**src/rtl/pdm_map.vh**
```
// register offsets, field layouts and reset values of the clock monitor block
`ifndef PDM_MAP_VH
`define PDM_MAP_VH
`define PDM_ADDR_W 8
`define PDM_DATA_W 8
`define PDM_OFS_PDIV 8'h60
`define PDM_OFS_JFAC 8'h61
`define PDM_OFS_DMSB 8'h62
`define PDM_OFS_DLSB 8'h63
`define PDM_OFS_RFAC 8'h64
`define PDM_OFS_DSPD 8'h65
`define PDM_OFS_DACD 8'h66
`define PDM_ZERO8 8'h00
`define PDM_RSV1_W 1
`define PDM_RSV2_W 2
`define PDM_RSV4_W 4
`define PDM_RSV1_RST 1'h0
`define PDM_RSV2_RST 2'h0
`define PDM_RSV4_RST 4'h0
`define PDM_D_MAX 14'h270f
`define PDM_J_ERR 6'h00
`define PDM_RST_P 7'h00
`define PDM_RST_J 6'h00
`define PDM_RST_D 14'h0000
`define PDM_RST_R 4'h0
`define PDM_RST_DIV 7'h00
`define PDM_DHI_MSB 13
`define PDM_DHI_LSB 8
`define PDM_DLO_MSB 5
`define PDM_DLO_LSB 0
`define PDM_REGS 7
`define PDM_IDX_W 3
`define PDM_IDX_PDIV 3'h0
`define PDM_IDX_JFAC 3'h1
`define PDM_IDX_DMSB 3'h2
`define PDM_IDX_DLSB 3'h3
`define PDM_IDX_RFAC 3'h4
`define PDM_IDX_DSPD 3'h5
`define PDM_IDX_DACD 3'h6
`define PDM_IDX_NONE 3'h7
`endif

```
**src/rtl/pdm_rsv_bank.v**
```verilog
// small register bank holding the reserved read/write bits of the monitor registers
`timescale 1ns/10ps
`include "pdm_map.vh"
module pdm_rsv_bank (
    clk,
    resetn,
    clk_en,
    wr_en,
    wr_idx,
    wr_data,
    rd_idx,
    rd_data
);
    input clk;
    input resetn;
    input clk_en;
    input wr_en;
    input [`PDM_IDX_W-1:0] wr_idx;
    input [`PDM_DATA_W-1:0] wr_data;
    input [`PDM_IDX_W-1:0] rd_idx;
    output [`PDM_DATA_W-1:0] rd_data;
    reg [`PDM_DATA_W-1:0] rd_data;
    reg [`PDM_DATA_W-1:0] mem_ff [0:`PDM_REGS-1];
    integer i;
    // write port, reset clears every reserved bit
    always @(posedge clk) begin
        if (!resetn) begin
            for (i = 0; i < `PDM_REGS; i = i + 1) begin
                mem_ff[i] <= `PDM_ZERO8;
            end
        end else if (clk_en && wr_en && (wr_idx != `PDM_IDX_NONE)) begin
            mem_ff[wr_idx] <= wr_data;
        end
    end
    // registered read port
    always @(posedge clk) begin
        if (!resetn) begin
            rd_data <= `PDM_ZERO8;
        end else if (clk_en) begin
            if (rd_idx == `PDM_IDX_NONE) begin
                rd_data <= `PDM_ZERO8;
            end else begin
                rd_data <= mem_ff[rd_idx];
            end
        end
    end
endmodule

```
**src/rtl/pdm_clk_monitor.v**
```verilog
// clock tree monitor registers: in-use pll factors and clock dividers
// Behaviour
// report in-use low D part, error flagged
// auto setup selects derived, else programmed value
// r factor field bits 3-0, code plus one
// dsp divider field bits 6-0, code plus one
// dac divider field bits 6-0, code plus one
// upper unused bits reserved read/write, reset zero
// j factor 6-bit, zero means error
// p prediv 7-bit, code plus one
// writes to monitor fields are ignored
`timescale 1ns/10ps
`include "pdm_map.vh"
module pdm_clk_monitor (
    clk,
    resetn,
    clk_en,
    auto_set_active,
    auto_p,
    auto_j,
    auto_d,
    auto_r,
    auto_dsp_div,
    auto_dac_div,
    prog_p,
    prog_j,
    prog_d,
    prog_r,
    prog_dsp_div,
    prog_dac_div,
    reg_addr,
    reg_wr,
    reg_rd,
    reg_wdata,
    reg_rdata,
    reg_rvalid,
    d_error,
    j_error
);
    input clk;
    input resetn;
    input clk_en;
    input auto_set_active;
    input [6:0] auto_p;
    input [5:0] auto_j;
    input [13:0] auto_d;
    input [3:0] auto_r;
    input [6:0] auto_dsp_div;
    input [6:0] auto_dac_div;
    input [6:0] prog_p;
    input [5:0] prog_j;
    input [13:0] prog_d;
    input [3:0] prog_r;
    input [6:0] prog_dsp_div;
    input [6:0] prog_dac_div;
    input [`PDM_ADDR_W-1:0] reg_addr;
    input reg_wr;
    input reg_rd;
    input [`PDM_DATA_W-1:0] reg_wdata;
    output [`PDM_DATA_W-1:0] reg_rdata;
    output reg_rvalid;
    output d_error;
    output j_error;

    // registered outputs
    reg [`PDM_DATA_W-1:0] reg_rdata;
    reg reg_rvalid;
    reg d_error;
    reg j_error;
    // in-use settings as captured
    reg [6:0] pll_prediv_view_ff;
    reg [5:0] pll_int_factor_view_ff;
    reg [13:0] pll_frac_factor_view_ff;
    reg [3:0] pll_r_factor_view_ff;
    reg [6:0] dsp_divide_view_ff;
    reg [6:0] dac_divide_view_ff;
    // read path state
    reg rd_pend_ff;
    reg [`PDM_IDX_W-1:0] rd_idx_ff;
    wire [`PDM_DATA_W-1:0] rsv_rdata;
    reg [`PDM_DATA_W-1:0] rsv_wmask;
    reg [`PDM_DATA_W-1:0] mon_word;
    wire [`PDM_IDX_W-1:0] acc_idx;
    // selected settings before capture, padded to the selector width
    wire [13:0] sel_p;
    wire [13:0] sel_j;
    wire [13:0] sel_d;
    wire [13:0] sel_r;
    wire [13:0] sel_dsp;
    wire [13:0] sel_dac;

    // offset to bank index decode, shared by read and write
    function [`PDM_IDX_W-1:0] addr_idx;
        input [`PDM_ADDR_W-1:0] a;
        begin
            case (a)
                `PDM_OFS_PDIV: addr_idx = `PDM_IDX_PDIV;
                `PDM_OFS_JFAC: addr_idx = `PDM_IDX_JFAC;
                `PDM_OFS_DMSB: addr_idx = `PDM_IDX_DMSB;
                `PDM_OFS_DLSB: addr_idx = `PDM_IDX_DLSB;
                `PDM_OFS_RFAC: addr_idx = `PDM_IDX_RFAC;
                `PDM_OFS_DSPD: addr_idx = `PDM_IDX_DSPD;
                `PDM_OFS_DACD: addr_idx = `PDM_IDX_DACD;
                default: addr_idx = `PDM_IDX_NONE;
            endcase
        end
    endfunction

    // auto or programmed selection of one value
    function [13:0] pick;
        input sel_auto;
        input [13:0] a;
        input [13:0] p;
        begin
            pick = sel_auto ? a : p;
        end
    endfunction

    assign acc_idx = addr_idx(reg_addr);

    // per-field choice between derived and programmed setting
    assign sel_p = pick(auto_set_active, {7'h00, auto_p}, {7'h00, prog_p});
    assign sel_j = pick(auto_set_active, {8'h00, auto_j}, {8'h00, prog_j});
    assign sel_d = pick(auto_set_active, auto_d, prog_d);
    assign sel_r = pick(auto_set_active, {10'h000, auto_r}, {10'h000, prog_r});
    assign sel_dsp = pick(auto_set_active, {7'h00, auto_dsp_div}, {7'h00, prog_dsp_div});
    assign sel_dac = pick(auto_set_active, {7'h00, auto_dac_div}, {7'h00, prog_dac_div});

    // capture the setting actually applied in the clock tree
    always @(posedge clk) begin
        if (!resetn) begin
            pll_prediv_view_ff <= `PDM_RST_P;
            pll_int_factor_view_ff <= `PDM_RST_J;
            pll_frac_factor_view_ff <= `PDM_RST_D;
            pll_r_factor_view_ff <= `PDM_RST_R;
            dsp_divide_view_ff <= `PDM_RST_DIV;
            dac_divide_view_ff <= `PDM_RST_DIV;
        end else if (clk_en) begin
            pll_prediv_view_ff <= sel_p[6:0];
            pll_int_factor_view_ff <= sel_j[5:0];
            pll_frac_factor_view_ff <= sel_d;
            pll_r_factor_view_ff <= sel_r[3:0];
            dsp_divide_view_ff <= sel_dsp[6:0];
            dac_divide_view_ff <= sel_dac[6:0];
        end
    end

    // reserved bit lanes that software may write
    always @* begin
        case (acc_idx)
            `PDM_IDX_PDIV: rsv_wmask = {{`PDM_RSV1_W{1'b1}}, 7'h00};
            `PDM_IDX_JFAC: rsv_wmask = {{`PDM_RSV2_W{1'b1}}, 6'h00};
            `PDM_IDX_DMSB: rsv_wmask = {{`PDM_RSV2_W{1'b1}}, 6'h00};
            `PDM_IDX_DLSB: rsv_wmask = {{`PDM_RSV2_W{1'b1}}, 6'h00};
            `PDM_IDX_RFAC: rsv_wmask = {{`PDM_RSV4_W{1'b1}}, 4'h0};
            `PDM_IDX_DSPD: rsv_wmask = {{`PDM_RSV1_W{1'b1}}, 7'h00};
            `PDM_IDX_DACD: rsv_wmask = {{`PDM_RSV1_W{1'b1}}, 7'h00};
            default: rsv_wmask = `PDM_ZERO8;
        endcase
    end

    // reserved bits stored apart, monitor lanes masked off on write
    pdm_rsv_bank u_rsv (
        .clk(clk),
        .resetn(resetn),
        .clk_en(clk_en),
        .wr_en(reg_wr),
        .wr_idx(acc_idx),
        .wr_data(reg_wdata & rsv_wmask),
        .rd_idx(acc_idx),
        .rd_data(rsv_rdata)
    );

    // read pipeline: bank read lands one cycle after the request
    always @(posedge clk) begin
        if (!resetn) begin
            rd_pend_ff <= 1'b0;
            rd_idx_ff <= `PDM_IDX_NONE;
        end else if (clk_en) begin
            rd_pend_ff <= reg_rd;
            rd_idx_ff <= acc_idx;
        end
    end

    // monitor field placement per register
    always @* begin
        case (rd_idx_ff)
            `PDM_IDX_PDIV: mon_word = {1'b0, pll_prediv_view_ff};
            `PDM_IDX_JFAC: mon_word = {2'h0, pll_int_factor_view_ff};
            `PDM_IDX_DMSB: mon_word = {2'h0, pll_frac_factor_view_ff[`PDM_DHI_MSB:`PDM_DHI_LSB]};
            `PDM_IDX_DLSB: mon_word = {2'h0, pll_frac_factor_view_ff[`PDM_DLO_MSB:`PDM_DLO_LSB]};
            `PDM_IDX_RFAC: mon_word = {4'h0, pll_r_factor_view_ff};
            `PDM_IDX_DSPD: mon_word = {1'b0, dsp_divide_view_ff};
            `PDM_IDX_DACD: mon_word = {1'b0, dac_divide_view_ff};
            default: mon_word = `PDM_ZERO8;
        endcase
    end

    // read answer, data held until the next answer
    always @(posedge clk) begin
        if (!resetn) begin
            reg_rdata <= `PDM_ZERO8;
            reg_rvalid <= 1'b0;
        end else if (clk_en) begin
            reg_rvalid <= rd_pend_ff;
            if (rd_pend_ff) begin
                reg_rdata <= mon_word | rsv_rdata;
            end
        end
    end

    // error flags trail the captured settings by one cycle
    always @(posedge clk) begin
        if (!resetn) begin
            d_error <= 1'b0;
            j_error <= 1'b0;
        end else if (clk_en) begin
            d_error <= pll_frac_factor_view_ff > `PDM_D_MAX;
            j_error <= pll_int_factor_view_ff == `PDM_J_ERR;
        end
    end
endmodule

```
**config.mk**
```make
export PLATFORM = sky130hd
export DESIGN_NAME = pdm_clk_monitor
export DESIGN_NICKNAME = d
export VERILOG_FILES = /design/src/rtl/pdm_rsv_bank.v /design/src/rtl/pdm_clk_monitor.v
export VERILOG_INCLUDE_DIRS = /design/src /design/src/rtl
export SDC_FILE = /design/constraint.sdc
export NUM_CORES = 1
export LEC_CHECK = 0
export BUFFER_PORTS_ARGS = -buffer_cell sky130_fd_sc_hd__buf_2
export CAP_MARGIN = 0
export CELL_PAD_IN_SITES_DETAIL_PLACEMENT = 1
export CELL_PAD_IN_SITES_GLOBAL_PLACEMENT = 1
export CORE_UTILIZATION = 43
export DETAILED_ROUTE_END_ITERATION = 6
export GPL_ROUTABILITY_DRIVEN = 0
export PLACE_DENSITY_LB_ADDON = 0.15
export SLEW_MARGIN = 20
export SYNTH_ARGS = -nofsm -noshare
export SYNTH_HDL_FRONTEND = slang
export SYNTH_SLANG_ARGS = --single-unit
```
**constraint.sdc**
```tcl
create_clock -name clk -period 3.4 [get_ports clk]
set_clock_uncertainty 0.1 [all_clocks]
set_input_delay 1.02 -clock clk [delete_from_list [all_inputs] [get_ports clk]]
set_output_delay 1.02 -clock clk [all_outputs]
set_load 0.005 [all_outputs]
```
==> results by stage <==
Cells and area:
- The count of fill cells added during filler insertion is 1222.
- Across the whole layout, storage elements account for 2080 um2.
- The area taken by multi-input logic gates is 2350 um2.
- The area growth from synthesis to layout is 19.2%.
- The net count of the finished layout is 664.
- After routing the design area is 5470 um2.
- The antenna diode count is 0.
- In the final layout, the share of cells above drive strength 1 is 0.275.

Worst hold path:
- The startpoint identified for the worst hold timing path is u_rsv.mem_ff[6][4].
- The worst min-delay path endpoint is u_rsv.mem_ff[6][4].
- The worst hold path was traced through 2 stages.
- The type of the worst min-delay path is reg2reg.

Clock tree:
- The number of hold buffers added after CTS is 0.
- Post-CTS repair changed the size of 0 cells.
- The root buffer cell is sky130_fd_sc_hd__clkbuf_8.
- The maximum level of the CTS H-tree is 3.
- In this run the post-CTS setup repair buffer count came out at 0.
- TritonCTS built the clock tree.
- The post-CTS clock slew at the launch and capture registers of the worst setup and hold paths is 0.09 ns.
- The clock reaches the later pin of the worst-skew pair after 0.35 ns.
- The number of clock buffers added by TritonCTS is 9.
- For this design, the sink count on the clock tree is 92.
- No sink is reached through more buffers than the 2 on the longest clock path.

Drt:
- For this run, design rule violations remaining after detail routing come to 0.
- Once detail routing completed, the nets flagged for antenna violations numbered 0.
- The routed wire length is 11.6 mm.
- The per-cell routed wire length is 16.8 um.
- The first detailed-routing pass ran for 4 iterations.
- The via count of the routed design is 3755.
- Dividing the detail-routed via count by the number of cells gives 5.42.
- After the first detailed-routing iteration, the DRC count stood at 145.

Floorplan:
- For this configuration, the core starts out at a cell density of 0.444.
- For this design the top-level I/O count stands at 123.
- The height of the chip is 105 um.
- After floorplanning, the core was sized to cover 10300 um2.
- After floorplanning, the core was divided into 37 placement rows.
- The overall die area is 11100 um2.
- The die is 105 um wide.

Worst setup path:
- The data required time at the worst endpoint is 3.28 ns.
- The highest fanout seen on the critical path is 4.
- The endpoint identified for the worst register-to-register timing path is reg_rdata[5].
- The reg-to-reg critical path startpoint is rd_idx_ff[2].
- Measured in cells, the most critical reg-to-reg path has a length of 4.
- Across all register-to-register paths, the minimum setup slack is 1.30 ns.
- The signal arrival time at the worst endpoint is 2.44 ns.
- The worst setup path is of the in2reg kind.
- STA classifies the critical path startpoint as an input port.
- STA classifies the critical path endpoint as a flop.

STA:
- The minimum setup slack in the final design is 0.845 ns.
- The worst hold margin is 0.351 ns.
- For the pin with the worst max-slew slack, the measured transition is 0.850 ns.
- The final cycle utilization of the critical path is 0.751.
- The worst pin sits at a relative slew slack of 0.432.
- The count of final setup violators is 0.
- Based on the critical path, the design can be clocked at up to 391 MHz.
- The number of failing hold endpoints at the final stage is 0.
- Setup repair after global routing left no endpoint under its margin.
- The number of pins exceeding their max-slew limit in the final report came to 0.
- The final setup TNS is 0 ns.
- The shortest clock period the worst path allows after layout is 2.55 ns.

Power and ir drop:
- Power spread over the standard cell area amounts to 410 nW/um2.
- The switching part of the total power is 0.254.
- The part of the power in the clock network is 0.319.
- The highest ir drop seen on vdd is 165 uV.
- The leakage component of the power is 2.71 nW.
- The part of the power in combinational logic is 0.131.
- The internal power contribution is 0.00167 W.
- The share of total power dissipated in sequential elements is 0.550.
- The overall power is 0.00224 W.
- The switching power total is 0.000569 W.

Synthesis:
- The cell count after synthesis is 446.
- The part of the Yosys area used for sequential elements is 0.454.
- The share of synthesized area in the top cell type comes to 0.297.
- In this run, synthesis inferred 24 flip-flops with an integrated enable.
- The netlist area before placement is 4590 um2.
- The commonest cells after synthesis are 68 x sky130_fd_sc_hd__dfxtp_1, 67 x sky130_fd_sc_hd__nand2_1, 59 x sky130_fd_sc_hd__mux2i_1.
- sky130_fd_sc_hd__dfxtp_1 takes more of the synthesized area than any other cell.
- The flip-flop and latch count after synthesis is 92.
- In the synthesized netlist the dominant register cell turns out to be sky130_fd_sc_hd__dfxtp_1.
- The synthesized area per cell is 10.3 um2.
- In this run, distinct cell masters in the synthesized netlist total 49.
- Sorting the synthesized cells by area gives the leading types as sky130_fd_sc_hd__dfxtp_1 30%, sky130_fd_sc_hd__edfxtp_1 16%, sky130_fd_sc_hd__mux2i_1 13%.
- The cell with the most instances after synthesis is sky130_fd_sc_hd__dfxtp_1.
- The proportion of register bits with asynchronous set or reset after synthesis is 0.
- The yosys synthesis warning count is 0.

Global routing:
- The global route total overflow is 0.
- The first-pass GRT wire length is 19.4 mm.
- Across every metal layer, demand over resource in global routing totals 0.223.
- The number of antenna violations at the first check in global routing is 0.
- The number of global-route vias before repair is 3849.
- The largest net degree at the start of global routing is 71.

Placement:
- At the placement stage, the worst setup path has a slack of 0.488 ns.
- The cell area after placement is 5270 um2.
- The count of input and output buffers is 118.
- The HPWL after detailed placement is 8.72 mm.

Run status:
- The run finished with clean final reports.

Flow run:
- The tool flagged a number of max-cap violations equal to 0.
## layout by cell type (no fill, tap or decap), types with 3 or more instances in the layout
master and n:
sky130_fd_sc_hd__o2111ai_1 4, sky130_fd_sc_hd__o41ai_1 4, sky130_fd_sc_hd__dfxtp_1 68, sky130_fd_sc_hd__a22o_1 4, sky130_fd_sc_hd__a21boi_0 4, sky130_fd_sc_hd__edfxtp_1 24, sky130_fd_sc_hd__buf_2 117, sky130_fd_sc_hd__a2bb2oi_1 4
sky130_fd_sc_hd__o21ai_0 7, sky130_fd_sc_hd__o211ai_1 5, sky130_fd_sc_hd__and3_1 5, sky130_fd_sc_hd__nand3_1 12, sky130_fd_sc_hd__mux4_2 4, sky130_fd_sc_hd__nor2_1 19, sky130_fd_sc_hd__clkbuf_8 9, sky130_fd_sc_hd__inv_1 6
sky130_fd_sc_hd__buf_4 6, sky130_fd_sc_hd__nand2_1 67, sky130_fd_sc_hd__o211a_1 45, sky130_fd_sc_hd__conb_1 9, sky130_fd_sc_hd__and2_1 8, sky130_fd_sc_hd__mux2i_1 59, sky130_fd_sc_hd__nand2b_1 11, sky130_fd_sc_hd__a21oi_1 9
sky130_fd_sc_hd__nor2b_1 5, sky130_fd_sc_hd__o311ai_1 3, sky130_fd_sc_hd__o21a_1 4
## critical path, cell delays in order
cell and delay, ns:
sky130_fd_sc_hd__buf_2 0.10, sky130_fd_sc_hd__nand4bb_1 0.29, sky130_fd_sc_hd__nor3_2 0.36, sky130_fd_sc_hd__nand2b_1 0.15, sky130_fd_sc_hd__o21ai_0 0.51
## stage by stage
step / cells / utilization
CTS: 693 / 0.529
floorplan: 454 / -
global route: 693 / 0.529
global placement: 677 / 0.511
finish: 693 / 0.529
detailed placement: 677 / 0.511
## kinds of logic after synthesis
logic type,synth area share
buf+inv,0.0404
xor+xnor,0.00191
flops,0.454
compound gates,0.194
simple gates,0.156
mux,0.153
other cells,0.000818
## power groups by stage
stage / Clock [W] / Sequential (W) / Combinational [W]
after global routing: 0.000784 / 0.00124 / 0.000328
after CTS: 0.000733 / 0.00123 / 0.000297
after detailed placement: 0 / 0.00126 / 0.000295
after global placement: 0 / 0.00125 / 0.000285
after floorplan: 0 / 0.00123 / 0.000193
final: 0.000715 / 0.00123 / 0.000293
## per-layer routing
metal  global-route usage  wire length (um)  vias to the layer above
li1                     -                 -                     1849
met2                0.345              5410                      105
met5                    0                 0                        -
met3               0.0284               567                        5
met4               0.0684                65                        0
met1                0.324              5560                     1796
## registers in the layout, indices dropped and copies added, names as in the netlist
register / flops
pll_prediv_view_ff: 7
reg_rvalid: 1
rd_pend_ff: 1
pll_frac_factor_view_ff: 14
pll_int_factor_view_ff: 6
pll_r_factor_view_ff: 4
j_error: 1
rd_idx_ff: 3
dsp_divide_view_ff: 7
u_rsv.mem_ff: 28
u_rsv.rd_data: 4
d_error: 1
reg_rdata: 8
dac_divide_view_ff: 7
## worst max-delay path by stage
stage | start | to
floorplan | reg_addr[7] | u_rsv.mem_ff[5][4]
global placement | reg_addr[7] | u_rsv.mem_ff[1][4]
detailed placement | reg_addr[7] | u_rsv.mem_ff[2][5]
CTS | reg_addr[7] | u_rsv.mem_ff[2][6]
global route | reg_addr[7] | u_rsv.mem_ff[2][5]
finish | reg_addr[7] | u_rsv.mem_ff[2][5]
## final cells by class
class,count,share of cell area
timing repair buffer,124,0.119
inverter,6,0.00412
multi-input combinational,319,0.430
sequential,92,0.381
tap,136,0.0311
clock buffer,9,0.0227
clock inverter,7,0.0124
Power figures use the tool's default switching activity.
